**config.mk**
```make
export PLATFORM = sky130hd
export DESIGN_NAME = t1_line_status_registers
export DESIGN_NICKNAME = d
export VERILOG_FILES = /design/src/hw/t1_line_status_registers.v
export VERILOG_INCLUDE_DIRS = /design/src /design/src/hw
export SDC_FILE = /design/constraint.sdc
export NUM_CORES = 1
export LEC_CHECK = 0
export ABC_AREA = 1
export BUFFER_PORTS_ARGS = -buffer_cell sky130_fd_sc_hd__buf_2
export CORE_MARGIN = 4
export CORE_UTILIZATION = 44
export CTS_BUF_LIST = sky130_fd_sc_hd__clkbuf_8
export CTS_CLUSTER_DIAMETER = 100
export DETAILED_ROUTE_END_ITERATION = 10
export GPL_TIMING_DRIVEN = 0
export MAX_ROUTING_LAYER = met4
export PLACE_DENSITY_LB_ADDON = 0.1
export SLEW_MARGIN = 10
export SYNTH_ARGS = -nofsm -noshare
export SYNTH_HDL_FRONTEND = slang
export SYNTH_SLANG_ARGS = --single-unit
export TNS_END_PERCENT = 20
```
**constraint.sdc**
```tcl
create_clock -name clk_sys_i -period 11.7 [get_ports clk_sys_i]
set_input_delay 1.755 -clock clk_sys_i [delete_from_list [all_inputs] [get_ports clk_sys_i]]
set_output_delay 1.755 -clock clk_sys_i [all_outputs]
set_load 0.005 [all_outputs]
```
**src/hw/line_status_defs.vh**
```
// constants for the t1 line status register bank
// Functional notes
// The received message register shows the low eight bits of the ESF bit-oriented message codeword.
// That register loads a new codeword only after it has been seen in at least 8 of the last ten codeword positions; the code counts the last eleven.
// The loss-of-signal bit goes high when the line level stays over 40 dB below nominal for at least 1 ms, and is low otherwise.
// The transmit slip bit inverts on every controlled transmit frame slip.
// The slip direction bit reads one for a repeated frame (transmit clock fast) and zero for a lost frame.
// The slip direction bit changes only on a transmit slip.
// The buffer-depth msb reads one when the transmit buffer delay exceeds one frame, else zero; a 17H write holds it zero in the code until a depth change.
// The buffer-depth msb is cleared whenever the host writes the transmit slip buffer delay location 17H.
// The transmit timeslot field holds a five-bit timeslot offset refreshed every 250 us.
// The transmit bit count field holds a three-bit bit-time offset refreshed every 250 us.
// The two peak registers present the 8-bit converter readings of the receive line pair.
// The identification register returns a fixed eight-bit code on every read.
// Reads change no state, and writes to pure status locations are ignored.
`ifndef LINE_STATUS_DEFS_VH
`define LINE_STATUS_DEFS_VH
`define IDX_RX_MSG 6'h14
`define IDX_RX_SIG 6'h16
`define IDX_TX_SLIP 6'h17
`define IDX_TX_DELAY 6'h18
`define IDX_RAW_PEAK 6'h1D
`define IDX_EQ_PEAK 6'h1E
`define IDX_ID 6'h1F
`define IDX_IRQ_STAT 6'h20
`define IDX_IRQ_EN 6'h21
`define IDX_IRQ_CLR 6'h22
`define BIT_LOS 7
`define BIT_SLIP 7
`define BIT_SLIPDIR 6
`define BIT_DEPTH 5
`define DEVICE_CODE 8'h5A
`define LOS_TIME_US 1000
`define CLK_MHZ 40
`define LOS_CYCLES (`LOS_TIME_US * `CLK_MHZ)
`define REFRESH_TIME_US 250
`define REFRESH_CYCLES (`REFRESH_TIME_US * `CLK_MHZ)
`define MSG_MATCH_MIN 4'd8
`define MSG_WINDOW 10
`define IRQ_BITS 4
`endif

```
**src/hw/t1_line_status_registers.v**
```verilog
// t1 line status register bank with avalon-mm slave and interrupt
`timescale 1ns/1ps
`include "line_status_defs.vh"
module t1_line_status_registers #(
    parameter LOS_CYCLES = `LOS_CYCLES,
    parameter REFRESH_CYCLES = `REFRESH_CYCLES
) (
    // clock and reset
    input wire clk_sys_i,
    input wire rst_i,
    // avalon-mm slave, word index address
    input wire [5:0] avs_address_i,
    input wire avs_read_i,
    input wire avs_write_i,
    input wire [31:0] avs_writedata_i,
    output reg [31:0] avs_readdata_o,
    output reg avs_waitrequest_o,
    // receive side status inputs (pins)
    input wire line_low_i,
    input wire [7:0] raw_peak_value_i,
    input wire [7:0] equalized_peak_value_i,
    // bit-oriented message codeword from the framer, same clock
    input wire [7:0] bom_codeword_i,
    input wire bom_codeword_valid_i,
    // transmit elastic buffer events, same clock
    input wire tx_slip_i,
    input wire tx_slip_repeat_i,
    input wire tx_depth_over_frame_i,
    input wire [4:0] tx_timeslot_offset_i,
    input wire [2:0] tx_bit_offset_i,
    // interrupt
    output reg irq_o
);
    // three-stage synchronisers for pin inputs
    reg [2:0] los_sync_q;
    reg [7:0] raw_s1_q, raw_s2_q, raw_s3_q;
    reg [7:0] eq_s1_q, eq_s2_q, eq_s3_q;
    reg [7:0] raw_peak_value_q, equalized_peak_value_q;
    always @(posedge clk_sys_i) begin
        if (rst_i) begin
            los_sync_q <= 3'h0;
            raw_s1_q <= 8'h00;
            raw_s2_q <= 8'h00;
            raw_s3_q <= 8'h00;
            eq_s1_q <= 8'h00;
            eq_s2_q <= 8'h00;
            eq_s3_q <= 8'h00;
            raw_peak_value_q <= 8'h00;
            equalized_peak_value_q <= 8'h00;
        end else begin
            los_sync_q <= {los_sync_q[1:0], line_low_i};
            raw_s1_q <= raw_peak_value_i;
            raw_s2_q <= raw_s1_q;
            raw_s3_q <= raw_s2_q;
            eq_s1_q <= equalized_peak_value_i;
            eq_s2_q <= eq_s1_q;
            eq_s3_q <= eq_s2_q;
            // multi-bit converter words accepted only when stable
            if (raw_s2_q == raw_s3_q)
                raw_peak_value_q <= raw_s3_q;
            if (eq_s2_q == eq_s3_q)
                equalized_peak_value_q <= eq_s3_q;
        end
    end

    // loss-of-signal qualifier
    reg los_level_q;
    reg [31:0] los_cnt_q;
    reg line_signal_lost_q;
    always @(posedge clk_sys_i) begin
        if (rst_i) begin
            los_level_q <= 1'b0;
            los_cnt_q <= 32'h0;
            line_signal_lost_q <= 1'b0;
        end else begin
            if (los_sync_q[1] == los_sync_q[2])
                los_level_q <= los_sync_q[2];
            if (!los_level_q) begin
                los_cnt_q <= 32'h0;
                line_signal_lost_q <= 1'b0;
            end else if (los_cnt_q >= LOS_CYCLES - 1) begin
                line_signal_lost_q <= 1'b1;
            end else begin
                los_cnt_q <= los_cnt_q + 32'h1;
            end
        end
    end

    // codeword history: last ten positions
    reg [7:0] hist_q [0:`MSG_WINDOW-1];
    reg [`MSG_WINDOW-1:0] hist_v_q;
    reg [7:0] rx_msg_q;
    reg [3:0] match_cnt;
    integer k;
    always @* begin
        match_cnt = 4'h0;
        for (k = 0; k < `MSG_WINDOW; k = k + 1)
            if (hist_v_q[k] && hist_q[k] == bom_codeword_i)
                match_cnt = match_cnt + 4'h1;
    end
    genvar g;
    generate
        for (g = 0; g < `MSG_WINDOW; g = g + 1) begin : g_hist
            // one process per entry keeps each history word single-driven
            always @(posedge clk_sys_i) begin
                if (rst_i)
                    hist_q[g] <= 8'h00;
                else if (bom_codeword_valid_i)
                    hist_q[g] <= (g == 0) ? bom_codeword_i : hist_q[(g == 0) ? 0 : g - 1];
            end
        end
    endgenerate
    reg msg_event_q;
    always @(posedge clk_sys_i) begin
        if (rst_i) begin
            hist_v_q <= {`MSG_WINDOW{1'b0}};
            rx_msg_q <= 8'h00;
            msg_event_q <= 1'b0;
        end else begin
            msg_event_q <= 1'b0;
            if (bom_codeword_valid_i) begin
                hist_v_q <= {hist_v_q[`MSG_WINDOW-2:0], 1'b1};
                // current word counts with up to ten earlier ones
                if (match_cnt + 4'h1 >= `MSG_MATCH_MIN && rx_msg_q != bom_codeword_i) begin
                    rx_msg_q <= bom_codeword_i;
                    msg_event_q <= 1'b1;
                end
            end
        end
    end

    // transmit slip state
    wire wr_hit = avs_write_i && avs_waitrequest_o == 1'b0;
    reg tx_slip_toggle_q, tx_slip_direction_q, tx_buffer_depth_msb_q;
    reg depth_prev_q;
    reg [4:0] tx_timeslot_offset_q;
    reg [2:0] tx_bit_offset_q;
    reg [31:0] refresh_cnt_q;
    always @(posedge clk_sys_i) begin
        if (rst_i) begin
            tx_slip_toggle_q <= 1'b0;
            tx_slip_direction_q <= 1'b0;
            tx_buffer_depth_msb_q <= 1'b0;
            depth_prev_q <= 1'b0;
            tx_timeslot_offset_q <= 5'h00;
            tx_bit_offset_q <= 3'h0;
            refresh_cnt_q <= 32'h0;
        end else begin
            if (tx_slip_i) begin
                tx_slip_toggle_q <= ~tx_slip_toggle_q;
                tx_slip_direction_q <= tx_slip_repeat_i;
            end
            // host write to 17H clears the msb until the buffer reports a new depth
            depth_prev_q <= tx_depth_over_frame_i;
            if (wr_hit && avs_address_i == `IDX_TX_SLIP)
                tx_buffer_depth_msb_q <= 1'b0;
            else if (tx_depth_over_frame_i != depth_prev_q)
                tx_buffer_depth_msb_q <= tx_depth_over_frame_i;
            if (refresh_cnt_q >= REFRESH_CYCLES - 1) begin
                refresh_cnt_q <= 32'h0;
                tx_timeslot_offset_q <= tx_timeslot_offset_i;
                tx_bit_offset_q <= tx_bit_offset_i;
            end else begin
                refresh_cnt_q <= refresh_cnt_q + 32'h1;
            end
        end
    end

    // interrupt: 0 los rise, 1 slip, 2 new message, 3 los fall
    reg los_prev_q;
    reg [`IRQ_BITS-1:0] irq_stat_q, irq_en_q;
    wire [`IRQ_BITS-1:0] irq_evt = {los_prev_q & ~line_signal_lost_q, msg_event_q,
        tx_slip_i, line_signal_lost_q & ~los_prev_q};
    always @(posedge clk_sys_i) begin
        if (rst_i) begin
            los_prev_q <= 1'b0;
            irq_stat_q <= {`IRQ_BITS{1'b0}};
            irq_en_q <= {`IRQ_BITS{1'b0}};
            irq_o <= 1'b0;
        end else begin
            los_prev_q <= line_signal_lost_q;
            // set beats clear in the same cycle
            if (wr_hit && avs_address_i == `IDX_IRQ_CLR)
                irq_stat_q <= (irq_stat_q & ~avs_writedata_i[`IRQ_BITS-1:0]) | irq_evt;
            else
                irq_stat_q <= irq_stat_q | irq_evt;
            if (wr_hit && avs_address_i == `IDX_IRQ_EN)
                irq_en_q <= avs_writedata_i[`IRQ_BITS-1:0];
            irq_o <= |(irq_stat_q & irq_en_q);
        end
    end

    // bus slave: one wait cycle, then answer; reads have no side effects
    reg [7:0] rd_mux;
    always @* begin
        case (avs_address_i)
            `IDX_RX_MSG: rd_mux = rx_msg_q;
            `IDX_RX_SIG: rd_mux = {line_signal_lost_q, 7'h00};
            `IDX_TX_SLIP: rd_mux = {tx_slip_toggle_q, tx_slip_direction_q,
                tx_buffer_depth_msb_q, 5'h00};
            `IDX_TX_DELAY: rd_mux = {tx_timeslot_offset_q, tx_bit_offset_q};
            `IDX_RAW_PEAK: rd_mux = raw_peak_value_q;
            `IDX_EQ_PEAK: rd_mux = equalized_peak_value_q;
            `IDX_ID: rd_mux = `DEVICE_CODE;
            `IDX_IRQ_STAT: rd_mux = {4'h0, irq_stat_q};
            `IDX_IRQ_EN: rd_mux = {4'h0, irq_en_q};
            default: rd_mux = 8'h00;
        endcase
    end
    always @(posedge clk_sys_i) begin
        if (rst_i) begin
            avs_waitrequest_o <= 1'b1;
            avs_readdata_o <= 32'h0;
        end else begin
            avs_waitrequest_o <= ~((avs_read_i | avs_write_i) & avs_waitrequest_o);
            if (avs_read_i && avs_waitrequest_o)
                avs_readdata_o <= {24'h0, rd_mux};
        end
    end
endmodule // t1_line_status_registers

```
=== Yosys cells after proc, flatten, opt, wreduce, memory -nomap -nowiden ===
Memories as Yosys holds them, arrays and structs flattened.
Index checks and enable logic that the tools add are counted.
Widths: inputs -> output; s select.

* Flip-flop bits (word level): 183
* Bits in writable memories: 80
* Input port bits: 79
* Output and inout port bits: 34
* Word-level logic and storage cells: 145
* Memories: 1

{| class="wikitable"
|+ Memories
! name !! words !! width !! rd ports !! clocked after Yosys merged registers in !! wr ports !! RTL line !! RTL
|-
| hist_q || 10 || 8 || 10 || 0 || 10 || t1_line_status_registers.v:90 || <nowiki>reg [7:0] hist_q [0:`MSG_WINDOW-1];</nowiki>
|}

* Add/subtract/negate cells: 12
* Order comparisons: 3
* Eq/ne operators: 25
* Mux-type cells: 28
* Bitwise operators: 26
* Reductions and logical operators: 22

{| class="wikitable"
|+ Operator list
! kind !! number
|-
| $eq 8x8->1 || 12
|-
| $mux 8 || 10
|-
| $pmux 8 s9 || 1
|-
| $add 32x1->32 const B || 2
|-
| $eq 6x5->1 const B || 7
|-
| $add 4x1->4 const B || 10
|-
| $mux 4 || 10
|-
| $ge 32x14->1 const B || 1
|-
| $ge 32x16->1 const B || 1
|-
| $eq 6x6->1 const B || 3
|-
| $logic_and 1x1->1 || 16
|-
| $or 1x1->1 || 11
|-
| $and 4x4->4 || 2
|-
| $ne 8x8->1 || 1
|-
| $or 4x4->4 || 2
|-
| $reduce_or 2->1 || 4
|-
| $mux 1 || 7
|-
| $not 1->1 || 7
|-
| $ge 4x4->1 const B || 1
|-
| $not 4->4 || 1
|-
| $reduce_or 4->1 || 1
|-
| $and 1x1->1 || 3
|-
| $reduce_and 2->1 || 1
|-
| $eq 1x1->1 || 1
|-
| $ne 1x1->1 || 1
|}

=== Logic depth before layout (Yosys ltp) ===
Gate-level depths: netlist of run 1.
An unclocked memory read counts as a cell.

* Depth in word-level cells: 26
* Mapped depth: 50
* Mapped depth without buffers: 47

=== Least setup slack after synthesis of run 1 ===
OpenSTA, ideal clock, no wires.

* Path kind: input -> register
* From: input port bom_codeword_i[1]
* To: register rx_msg_q[5]
* Setup time: 0.113 ns
* Data arrival time: 7.265 ns
* Required time: 11.587 ns
* Slack: 4.322 ns
* Cell stages on the path: 47
* Path buffers: 3
* Path through: buf_4 -> inv_4 -> buf_6 -> o22ai_1 -> a221oi_1 -> nand2_1 -> a211oi_1 -> nand4_1 -> inv_1 -> ha_1 -> inv_1 -> nand3_1 -> nand2_1 -> ha_1 -> nand2_1 -> nand2_1 -> ha_1 -> or2_1 -> [11 not listed] -> or2_2 -> nand2_1 -> inv_1 -> ha_1 -> o21ai_2 -> inv_1 -> ha_1 -> nand2_1 -> nand3_1 -> nand2_1 -> nor2_1 -> nand2_1 -> nand3_1 -> nand2_2 -> nand2_4 -> buf_6 -> nor2_1 -> nor2_1

* Longest elaborated chain between the ends: 25

{| class="wikitable"
|+ Ends and longest elaborated chain
! item !! RTL line !! RTL
|-
| start, declared || t1_line_status_registers.v:23 || <nowiki>input wire [7:0] bom_codeword_i,</nowiki>
|-
| $eq 8x8->1 || t1_line_status_registers.v:98 || <nowiki>if (hist_v_q[k] && hist_q[k] == bom_codeword_i)</nowiki>
|-
| $logic_and 1x1->1 || t1_line_status_registers.v:98 ||
|-
| $mux 1 || t1_line_status_registers.v:98 ||
|-
| $add 4x1->4 || t1_line_status_registers.v:99 || <nowiki>match_cnt = match_cnt + 4'h1;</nowiki>
|-
| $mux 4 || t1_line_status_registers.v:98 ||
|-
| $add 4x1->4 || t1_line_status_registers.v:99 ||
|-
| $mux 4 || t1_line_status_registers.v:98 ||
|-
| $add 4x1->4 || t1_line_status_registers.v:99 ||
|-
| [9 not listed] || n/a ||
|-
| $add 4x1->4 || t1_line_status_registers.v:99 ||
|-
| $mux 4 || t1_line_status_registers.v:98 ||
|-
| $add 4x1->4 || t1_line_status_registers.v:99 ||
|-
| $mux 4 || t1_line_status_registers.v:98 ||
|-
| $add 4x1->4 || t1_line_status_registers.v:124 || <nowiki>if (match_cnt + 4'h1 >= `MSG_MATCH_MIN && rx_msg_q != bom_codeword_i) begin</nowiki>
|-
| $ge 4x4->1 (no source line) || n/a ||
|-
| $logic_and 1x1->1 (*) || t1_line_status_registers.v:124 ||
|-
| $reduce_and 2->1 (no source line) (*) || n/a ||
|-
| end signal, assigned || t1_line_status_registers.v:125 || <nowiki>rx_msg_q <= bom_codeword_i;</nowiki>
|-
| end, declared || t1_line_status_registers.v:92 || <nowiki>reg [7:0] rx_msg_q;</nowiki>
|}

Mark *: on every way between the ends. The rest lies on a longest branch, timed or not.
A chain may end at the register's enable or synchronous reset.

=== Worst setup path in the final report of run 1 ===
* From: input port bom_codeword_i[3]
* To: register rx_msg_q[7]

Same word-level chain as after synthesis.

==> metrics.md, run 1 <==
| Metric | Value |
|---|---|
| Synthesized area | 12,500 um2 |
| ANT cells | 0 |
| Later-pin clock latency in the skew report | 0.56 ns |
| Most common cell in the netlist | nor2_1 |
| Die Wd | 176 um |
| Syn Area/Cell | 7.64 um2 |
| P&R area growth vs syn | 14.7% |
| Cell Pwr Density | 139 nW/um2 |
| Clock power frac | 41.3% |
| Ys async rst share | 0% |
| CTS tree | done |
| Worst slew margin | 41.5% |
| Cts bufs inserted | 45 |
| Postcts setup bufs | 0 |
| Top cell type's share of synthesized area | 29.4% |
| Comb power frac | 8.4% |
| Reg2reg path depth | 47 |
| Final Critical Period | 7.84 ns |
| Internal | 1.48 mW |
| Share of post-route cells with drive strength above 1 | 11.9% |
| Hold endpoint | raw_s3_q[2] |
| Crit path arrival time | 8.29 ns |
| Die ar. | 31,100 um2 |
| Final setup margin | 3.86 ns |
| Reg power frac | 50.4% |
| Most frequent cells after synthesis | nor2_1, inv_1, nand2_1 |
| Avg WL per Cell | 13.7 um |
| FF/Latch Area | 6070 um2 |
| Post-Route WL | 30,000 um |
| Post-CTS sizing | 0 |
| I/O Buffers | 56 |
| Pre-CTS setup slack | 3.33 ns |
| Final hold slack | 0.397 ns |
| Area after DPL | 13,400 um2 |
| Critical Path RT | 12.15 ns |
| Ys Warns | 0 |
| Worst-case clock skew | 0.0374 ns |
| Peak VDD IR | 0.0882 mV |
| Dominant synthesized flop cell | dfxtp_1 |
| Pre-antenna DRT Iters | 5 |
| Detail Route Antenna Nets | 0 |
| Number of clock sinks | 263 |
| RSZ-0062 raised after global routing | no |
| Worst setup path class | in2reg |
| Net Sw Frac | 25.5% |
| Setup Viol. Count Final | 0 |
| Yosys cell types | 55 |
| CTS Hold Buffers Added | 0 |
| Psw | 0.507 mW |
| Crit-path most repeated cell | nand2_1 |
| EDFF count, synth | 80 |
| DR DRC count | 0 |
| Layout Cells excl Fill | 2,189 |
| Clock-pin transition on the worst setup and hold timing paths | 0.06 ns |
| Congestion Overflow GR | 0 |
| Element type at the critical path start | primary input |
| Fmax | 0.128 GHz |
| H-Tree Depth | 2 |
| Crit path max-delay cell type | buf_2 |
| Fin Setup TNS | 0 ns |
| Crit-path max cell delay | 0.33 ns |
| Max_cap viols | 0 |
| Filler cells | 2,775 |
| Reg2reg start | hist_q[0][11] |
| Syn Inst Count | 1,633 |
| Initial antenna violation count | 0 |
| Worst hold path type | reg2reg |
| Status | finished, final reports clean |
| Final Cycle Share | 67.0% |
| Pin count of the biggest net entering global routing | 64 |
| Num ports | 113 |
| Max Slew Vio Count | 0 |
| Vias | 10.4k |
| Combined area of the multi-input logic cells | 5070 um2 |
| Worst setup EP type | flip-flop |
| RePlAce Congestion | 0.903 |
| Die Span Y | 176 um |
| Critical-path maximum fanout | 10 |
| Vias in the first global route | 9,820 |
| Post-route design area | 14,300 um2 |
| Post-DP HPWL | 22,100 um |
| Worst reg2reg setup slack | 5.20 ns |
| Sequential area share after synthesis | 48.6% |
| Root Driver | clkbuf_8 |
| First-pass GRT wire length | 48,800 um |
| Final Hold Fails | 0 |
| Hold path startpoint | raw_s2_q[2] |
| Rows | 61 |
| Seq cells post-synth | 263 |
| Worst-Margin Slew | 0.871 ns |
| Via density per instance | 4.74 |
| Capturing point of the worst reg2reg path | rx_msg_q[7] |
| Gr usage total | 19.9% |
| DRT iter0 DRCs | 611 |
| Area leader, netlist | dfxtp_1 |
| Core area | 27,900 um2 |
| Hold Path Stages | 2 |
| # nets final | 1,868 |
| Starting density of the core | 44.8% |
| Synth top area cells | dfxtp_1, edfxtp_1, nor2_1 |
| Static leakage | 6.41 nW |
| Placed cells | 2,109 |
| CTS Buffer Depth | 3 |
==> cell type report <==
| type | count | share of cell area (%) |
|---|---|---|
| Tap cell | 378 | 3.31 |
| Inverter | 289 | 7.62 |
| Clock inverter | 29 | 1.32 |
| Multi-Input combinational cell | 1057 | 35.4 |
| Buffer | 65 | 2.87 |
| Sequential cell | 263 | 42.4 |
| Timing Repair Buffer | 57 | 2.15 |
| Clock buffer | 51 | 4.91 |
==> cells in the final DEF, fill, tap and decap left out, types with 17 or more instances in the layout <==
| master | instances |
|---|---|
| a21oi_1 | 47 |
| buf_2 | 60 |
| buf_4 | 31 |
| clkbuf_1 | 23 |
| clkbuf_8 | 51 |
| conb_1 | 42 |
| dfxtp_1 | 183 |
| edfxtp_1 | 80 |
| inv_1 | 292 |
| nand2_1 | 263 |
| nand2_2 | 17 |
| nand3_1 | 69 |
| nand4_1 | 20 |
| nor2_1 | 342 |
| nor3_1 | 27 |
| nor4_1 | 29 |
| o21ai_0 | 56 |
| o22ai_1 | 17 |
| xor2_1 | 25 |
==> power by group through the flow <==
| stage | Sequential, mW | Clock (mW) | Combinational, mW |
|---|---|---|---|
| after floorplan | 1.01 | 0 | 0.118 |
| after global routing | 1.01 | 0.896 | 0.189 |
| after detailed placement | 1.02 | 0 | 0.166 |
| after global placement | 1.02 | 0 | 0.163 |
| final | 1.00 | 0.821 | 0.167 |
| after CTS | 1.00 | 0.845 | 0.166 |
==> critical path, delay by kind of cell <==
family                     cells  cell delay (ns)
buffers and inverters         11             1.19
and+or+nand+nor               25             2.56
AOI/OAI and AO/OA              4             0.77
adders and majority gates      8             2.00
==> metal layers <==
| layer | track usage (%) | routed length (um) | up-vias |
|---|---|---|---|
| li1 | - | - | 5400 |
| met1 | 25.4 | 13500 | 4669 |
| met2 | 32.3 | 14100 | 248 |
| met3 | 3.55 | 1500 | 68 |
| met4 | 6.54 | 867 | 0 |
| met5 | - | 0 | - |
==> cells by family after synthesis <==
| kind of cell | after synthesis | synth area share, % |
|---|---|---|
| DFF | 263 | 48.6 |
| adders and majority gates | 11 | 1.10 |
| and+or+nand+nor | 808 | 28.0 |
| buffers and inverters | 354 | 12.0 |
| other | 1 | 0.0301 |
| AOI/OAI and AO/OA | 158 | 7.52 |
| xor gates and xnor gates | 38 | 2.67 |
==> how the worst max path moves through the flow <==
stage                            startpoint           to  slack [ns]  cells after the start
after floorplan           bom_codeword_i[1]  rx_msg_q[5]        4.32                     47
after global placement    bom_codeword_i[3]  rx_msg_q[7]        3.44                     48
after detailed placement  bom_codeword_i[3]  rx_msg_q[7]        3.33                     48
after CTS                 bom_codeword_i[3]  rx_msg_q[7]        3.91                     48
after global routing      bom_codeword_i[3]  rx_msg_q[2]        3.33                     46
final                     bom_codeword_i[3]  rx_msg_q[7]        3.86                     48
==> flip-flops by register name (all words and copies together), names as in the netlist, 5 cells and up <==
| name | cells |
|---|---|
| raw_s1_q | 8 |
| refresh_cnt_q | 32 |
| hist_q | 80 |
| raw_peak_value_q | 8 |
| eq_s2_q | 8 |
| eq_s1_q | 8 |
| eq_s3_q | 8 |
| los_cnt_q | 32 |
| raw_s3_q | 8 |
| equalized_peak_value_q | 8 |
| raw_s2_q | 8 |
| hist_v_q | 10 |
| avs_readdata_o | 8 |
| rx_msg_q | 8 |
| tx_timeslot_offset_q | 5 |
==> stage by stage <==
stage | total power, mW | util [%]
floorplan | 1.13 | -
global placement | 1.19 | 48.0
detailed placement | 1.19 | 48.1
CTS | 2.01 | 51.3
global route | 2.09 | 51.4
finish | 1.99 | 51.4
Note: power is estimated with default switching activity, not from simulation.
==> inputs of run 2 (changes only) <==
--- a/config.mk
+++ b/config.mk
@@ -6,7 +6,7 @@
 export SDC_FILE = /design/constraint.sdc
 export NUM_CORES = 1
 export LEC_CHECK = 0
-export ABC_AREA = 1
+export ABC_AREA = 0
 export BUFFER_PORTS_ARGS = -buffer_cell sky130_fd_sc_hd__buf_2
 export CORE_MARGIN = 4
 export CORE_UTILIZATION = 44
==> constraint.sdc (replaced) <==
create_clock -name clk_sys_i -period 6.3 [get_ports clk_sys_i]
set_input_delay 0.945 -clock clk_sys_i [delete_from_list [all_inputs] [get_ports clk_sys_i]]
set_output_delay 0.945 -clock clk_sys_i [all_outputs]
set_load 0.005 [all_outputs]
==> metrics.md, run 2 <==
| Metric | Value |
|---|---|
| Max Slew Vio Count | 0 (unchanged) |
| Hold path startpoint | eq_s1_q[7] |
| Worst-Margin Slew | 1.35 ns (+0.480 ns) |
| Synth top area cells | dfxtp_1, edfxtp_1, xnor2_1 |
| Synthesized area | 11,700 um2 (-6.3%) |
| Detail Route Antenna Nets | 0 (unchanged) |
| Dominant synthesized flop cell | dfxtp_1 |
| Crit-path max cell delay | 0.38 ns (+0.05 ns) |
| Final Cycle Share | 112% |
| Mux share of post-synthesis cell area | 4.13% (+4.1 points) |
| Final Hold Fails | 0 (unchanged) |
| Reg2reg path depth | 35 (-26%) |
| Kind of cell adding the most delay to the critical path | adder cells |
| Pre-antenna DRT Iters | 7 (+2) |
| EDFF count, synth | 80 (unchanged) |
| Ys async rst share | 0% (unchanged) |
| Peak VDD IR | 0.150 mV (+70%) |
| Placed cells | 1,518 (-28%) |
| Final hold slack | 0.435 ns (+0.0385 ns) |
| Seq cells post-synth | 263 (unchanged) |
| # nets final | 1,347 (-28%) |
| Yosys cell types | 73 (+33%) |
| Rows | 59 (-3.3%) |
| Combined area of the multi-input logic cells | 5720 um2 (+13%) |
| Worst-case clock skew | 0.0183 ns (-0.0191 ns) |
| Adder-cell area share of the yosys netlist | 1.26% (+0.16 points) |
| RePlAce Congestion | 0.822 (-8.9%) |
| Area leader, netlist | dfxtp_1 |
| Pwr Total | 3.60 mW (+81%) |
| Die Wd | 171 um (-3.0%) |
| Cts bufs inserted | 44 (-2.2%) |
| Congestion Overflow GR | 0 (unchanged) |
| Critical-path maximum fanout | 10 (unchanged) |
| FF/Latch Area | 6070 um2 (unchanged) |
| Crit path arrival time | 7.50 ns (-0.79 ns) |
| Pre-CTS setup slack | -2.34 ns (-5.67 ns) |
| Reg with most FFs | hist_q |
| DR DRC count | 0 (unchanged) |
| Fraction of the mapped netlist area in compound gates | 5.95% (-1.6 points) |
| WP buf/inv | 4 (-7) |
| First-pass GRT wire length | 41,700 um (-14%) |
| Fin Setup TNS | -5.59 ns (-5.59 ns) |
| Final setup margin | -0.726 ns (-4.59 ns) |
| Layout Cells excl Fill | 1,622 (-26%) |
| Setup Viol. Count Final | 9 (+9) |
| Initial antenna violation count | 0 (unchanged) |
| Root Driver | clkbuf_8 |
| Reg2reg start | hist_q[0][12] |
| DRT iter0 DRCs | 417 (-32%) |
| P&R area growth vs syn | 21.3% |
| Syn Inst Count | 1,084 (-34%) |
| Filler cells | 2,390 (-14%) |
| Final Critical Period | 7.03 ns |
| Pin count of the biggest net entering global routing | 44 (-31%) |
| ANT cells | 0 (unchanged) |
| Worst hold path type | reg2reg |
| Avg WL per Cell | 15.9 um (+16%) |
| Post-route design area | 14,200 um2 (-0.96%) |
| Most frequent cells after synthesis | dfxtp_1, and2_1, nor2_1 |
| Via density per instance | 4.93 (+4.0%) |
| Element type at the critical path start | primary input |
| Share of post-route cells with drive strength above 1 | 19.5% (+7.6 points) |
| Capturing point of the worst reg2reg path | rx_msg_q[3] |
| Syn Area/Cell | 10.8 um2 (+41%) |
| Critical Path RT | 6.78 ns (-5.37 ns) |
| Core area | 26,100 um2 (-6.2%) |
| Ys Warns | 0 (unchanged) |
| Area after DPL | 12,600 um2 (-5.9%) |
| Vias | 8,003 (-23%) |
| Crit-path most repeated cell | ha_4 |
| Worst slew margin | 8.63% (-33 points) |
| Largest family of logic cells by synthesized area | simple AND/OR/NAND/NOR gates |
| Top cell type's share of synthesized area | 31.3% (+2.0 points) |
| Most common cell in the netlist | dfxtp_1 |
| Clock-pin transition on the worst setup and hold timing paths | 0.06 ns (about the same) |
| Sequential area share after synthesis | 51.9% (+3.3 points) |
| CTS tree | done |
| Die Span Y | 171 um (-3.0%) |
| Hold Path Stages | 1 (-1) |
| Status | complete, but fails checks |
| Gr usage total | 18.4% (-1.5 points) |
| Failing checks | setup timing |
| Worst setup EP type | flip-flop |
| Worst reg2reg setup slack | -0.51 ns (-5.71 ns) |
| Most frequent cells in the layout | dfxtp_1, and2_1, nor2_1 |
| Die ar. | 29,200 um2 (-6.0%) |
| Simple-gate portion of the synthesized area | 20.6% (-7.4 points) |
| CTS Hold Buffers Added | 0 (unchanged) |
| Post-Route WL | 25,800 um (-14%) |
| CTS Buffer Depth | 3 (unchanged) |
| Commonest non-fill, non-tap cell in the layout | dfxtp_1 |
| Final core utilization | 54.2% (+2.9 points) |
| I/O Buffers | 57 (+1.8%) |
| Post-DP HPWL | 18,500 um (-16%) |
| Fmax | 0.142 GHz |
| Vias in the first global route | 7,922 (-19%) |
| Num ports | 113 (unchanged) |
| Max FFs per register | 80 (unchanged) |
| Worst setup path class | in2reg |
| Number of clock sinks | 263 (unchanged) |
| Crit path max-delay cell type | a211o_1 |
| Starting density of the core | 44.7% (about the same) |
| Critical path origin | bom_codeword_i[5] |
| Later-pin clock latency in the skew report | 0.56 ns (about the same) |
| XOR/XNOR Fraction of Synth Area | 12.3% (+9.6 points) |
| RSZ-0062 raised after global routing | yes |
| H-Tree Depth | 2 (unchanged) |
| Cell Pwr Density | 254 nW/um2 (+83%) |
| Max_cap viols | 0 (unchanged) |
| Biggest regs | hist_q: 80 flops, los_cnt_q: 32 flops, refresh_cnt_q: 32 flops |
| Static leakage | 5.78 nW (-9.9%) |
| Hold endpoint | eq_s2_q[7] |
run 2: changes by cell type after synthesis, moves of 13 or more:
cell     previous run  this run
nand3_1            69        31
o22ai_1            17         2
nand2_2            17         0
mux2i_1             0        46
nor2b_1             0        59
nand2_1           264        39
xnor2_1            13        86
a21oi_1            47        24
xor2_1             25        57
and2_1              2        99
nor2_1            342        88
inv_1             280        12
and3_1              2        15
o21ai_0            56        14
run 2: power breakdown:
group,total [mW],switching (mW),internal [mW],leakage [nW]
Combinational,0.277,0.148,0.129,2.90
Clock,1.47,0.684,0.786,0.496
Sequential,1.85,0.0378,1.81,2.38
run 2: worst reg2reg max path: cells and delay by family (launching register included):
family / cells / cell delay, ns
fa+ha+maj: 8 / 1.98
simple gates: 14 / 1.89
compound gates: 8 / 1.41
mux: 2 / 0.55
flops: 1 / 0.43
buf+inv: 2 / 0.31
xor+xnor: 1 / 0.18
run 2: final cells by class:
cell class / instances / area share (%)
Sequential cell: 263 / 42.8
Tap cell: 335 / 2.96
Inverter: 12 / 0.318
Clock buffer: 51 / 4.95
Timing Repair Buffer: 86 / 3.87
Buffer: 68 / 3.64
Multi-Input combinational cell: 782 / 40.3
Clock inverter: 25 / 1.11
run 2: timing repair:
item                       CTS  global route
pin swaps                   37            30
setup buffers               22             6
gates resized for setup     62            26
setup endpoints to repair    9             9
run 2: cell families after synthesis:
| family | count (synthesis) |
|---|---|
| AO/OA/AOI/OAI | 99 |
| XOR/XNOR | 152 |
| adder cells (fa/ha/maj) | 12 |
| buffers and inverters | 80 |
| flip-flops | 263 |
| multiplexers | 48 |
| other | 1 |
| AND/OR/NAND/NOR | 429 |
run 2: worst max-delay path by stage:
stage | end | slack, ns | cells past startpoint
final | rx_msg_q[3] | -0.73 | 36
after global routing | rx_msg_q[3] | -0.97 | 36
after CTS | rx_msg_q[5] | -0.79 | 36
after detailed placement | rx_msg_q[5] | -2.34 | 35
after global placement | rx_msg_q[5] | -2.29 | 35
after floorplan | rx_msg_q[0] | -1.08 | 35
run 2: per-layer routing:
metal | wire [um] | vias up | track usage, %
li1 | - | 4039 | -
met1 | 12500 | 3764 | 25.1
met2 | 11700 | 156 | 28.2
met3 | 986 | 44 | 3.05
met4 | 626 | 0 | 5.72
met5 | 0 | - | -
==> inputs of run 3 (changes only) <==
--- a/config.mk
+++ b/config.mk
@@ -8,6 +8,7 @@
 export LEC_CHECK = 0
 export ABC_AREA = 0
 export BUFFER_PORTS_ARGS = -buffer_cell sky130_fd_sc_hd__buf_2
+export CORE_ASPECT_RATIO = 1.25
 export CORE_MARGIN = 4
 export CORE_UTILIZATION = 44
 export CTS_BUF_LIST = sky130_fd_sc_hd__clkbuf_8
==> metrics.md, run 3 (synthesis gave the netlist of run 2 again) <==
| Metric | Value |
|---|---|
| Status | complete, but fails checks |
| Failing checks | setup timing |
| Final Cycle Share | 112% (+0.70 points) |
| Vias in the first global route | 7,971 (+0.62%) |
| Post-Route WL | 25,500 um (-1.3%) |
| Cts bufs inserted | 44 (unchanged) |
| Max Slew Vio Count | 0 (unchanged) |
| Setup Viol. Count Final | 9 (unchanged) |
| First-pass GRT wire length | 40,500 um (-2.9%) |
| Grt met1 use | 20.3% (-4.8 points) |
| RSZ-0062 raised after global routing | yes |
| Fin Setup TNS | -6.65 ns (-1.06 ns) |
| Crit-path max cell delay | 0.36 ns (-0.02 ns) |
| Most frequent cells in the layout | dfxtp_1, and2_1, nor2_1 |
| Detail Route Antenna Nets | 0 (unchanged) |
| Share of post-route cells with drive strength above 1 | 18.9% (-0.64 points) |
| Static leakage | 5.77 nW (-0.15%) |
| P&R area growth vs syn | 20.9% |
| Congestion Overflow GR | 0 (unchanged) |
| Final Hold Fails | 0 (unchanged) |
| Worst setup EP type | flip-flop |
| Commonest non-fill, non-tap cell in the layout | dfxtp_1 |
| Pwr Total | 3.61 mW (+0.49%) |
| Final core utilization | 54.1% (-0.090 points) |
| CTS tree | done |
| Placed cells | 1,523 (+0.33%) |
| Biggest regs | hist_q: 80 flops, los_cnt_q: 32 flops, refresh_cnt_q: 32 flops |
| CTS Hold Buffers Added | 0 (unchanged) |
| DR DRC count | 0 (unchanged) |
| RePlAce Congestion | 0.835 (+1.5%) |
| # nets final | 1,344 (-0.22%) |
| CTS Buffer Depth | 3 (unchanged) |
| Worst setup path class | in2reg |
| Post-DP HPWL | 18,000 um (-3.1%) |
| Via density per instance | 4.93 (-0.16%) |
| Die Wd | 154 um (-10%) |
| Vias | 8,020 (+0.21%) |
| Die ar. | 29,300 um2 (about the same) |
| DRT iter0 DRCs | 281 (-33%) |
| Element type at the critical path start | primary input |
| Pin count of the biggest net entering global routing | 58 (+32%) |
| Critical-path maximum fanout | 7 (-3) |
| Avg WL per Cell | 15.7 um (-1.6%) |
| Final setup margin | -0.770 ns (-0.0442 ns) |
| Number of clock sinks | 263 (unchanged) |
| Root Driver | clkbuf_8 |
| Reg with most FFs | hist_q |
| Rows | 66 (+12%) |
| Final Critical Period | 7.07 ns (+0.0442 ns) |
| Met3 usage | 3.13% (+0.083 points) |
| Starting density of the core | 44.8% (+0.064 points) |
| Pre-antenna DRT Iters | 5 (-2) |
| GRT Max-Usage Layer | met2 |
| Met2 usage | 30.5% (+2.3 points) |
| Critical Path RT | 6.76 ns (-0.02 ns) |
| Max_cap viols | 0 (unchanged) |
| I/O Buffers | 57 (unchanged) |
| Crit path max-delay cell type | nor4_4 |
| Core area | 26,100 um2 (-0.14%) |
| Clock-pin transition on the worst setup and hold timing paths | 0.06 ns (about the same) |
| Peak VDD IR | 0.156 mV (+4.3%) |
| H-Tree Depth | 2 (unchanged) |
| Worst hold path type | reg2reg |
| Worst slew margin | 40.5% (+32 points) |
| Cell Pwr Density | 256 nW/um2 (+0.80%) |
| Die Span Y | 190 um (+11%) |
| ANT cells | 0 (unchanged) |
| Max FFs per register | 80 (unchanged) |
| Worst-Margin Slew | 0.886 ns (-0.466 ns) |
| Later-pin clock latency in the skew report | 0.55 ns (about the same) |
| Num ports | 113 (unchanged) |
| Fmax | 0.141 GHz (-0.63%) |
| Layout Cells excl Fill | 1,628 (+0.37%) |
| Crit-path most repeated cell | ha_4 |
| Gr usage total | 17.5% (-0.88 points) |
| Initial antenna violation count | 0 (unchanged) |
| Crit path arrival time | 7.53 ns (+0.03 ns) |
| Worst-case clock skew | 0.0195 ns (+0.00118 ns) |
[run 3: changes by cell type in the layout (fill, tap and decap cells not counted), moves of 3 or more]
cell / change
clkbuf_8: +7
buf_12: -3
inv_1: +3
xnor2_2: -3
[run 3: layout make-up]
type / count / area (um2)
Timing Repair Buffer: 83 / 514
Clock inverter: 22 / 93.8
Clock buffer: 58 / 798
Inverter: 12 / 45.0
Tap cell: 340 / 425
Multi-Input combinational cell: 782 / 5690
Buffer: 68 / 494
Sequential cell: 263 / 6070
Fill cell: 2340 / 12000
[run 3: path summary, 6_finish.rpt]
check	start	end	slack, ns	depth (start not counted)
min reg2reg	eq_s1_q[0]	eq_s2_q[0]	0.43	1
max reg2reg	hist_q[0][1]	rx_msg_q[4]	-0.62	35
min	eq_s1_q[0]	eq_s2_q[0]	0.43	1
max	bom_codeword_i[6]	rx_msg_q[4]	-0.77	38
[run 3: metrics by stage]
stage	hold WS [ns]	setup WS (ns)	area (um2)
detailed placement	0.425	-2.40	12600
global placement	0.417	-2.29	12600
floorplan	0.413	-1.08	11900
finish	0.432	-0.770	14100
CTS	0.438	-0.920	14000
global route	0.446	-1.25	14100
[run 3: power by group]
part / switching [mW] / internal (mW)
clock: 0.666 / 0.823
combinational: 0.148 / 0.128
sequential: 0.0376 / 1.81
total: 0.851 / 2.76
[run 3: repair_timing]
item | 4_1_cts | 5_1_grt
gates cloned | 0 | 0
endpoints found under the setup margin | 9 | 9
pin swaps | 37 | 25
resized for setup | 51 | 22
buffers inserted | 23 | 2
[run 3: critical path: cells and delay by family]
family / cells / cell delay, ns
AOI/OAI and AO/OA: 6 / 0.75
xor gates and xnor gates: 1 / 0.11
adders and majority gates: 8 / 2.01
buffers and inverters: 5 / 0.71
muxes: 2 / 0.55
and+or+nand+nor: 16 / 2.49
[run 3: metal layers]
metal	part of all wire (%)	vias to the layer above
met1	42	3757
met4	2.9	0
met5	0	-
met2	51	165
li1	-	4036
met3	4.3	62
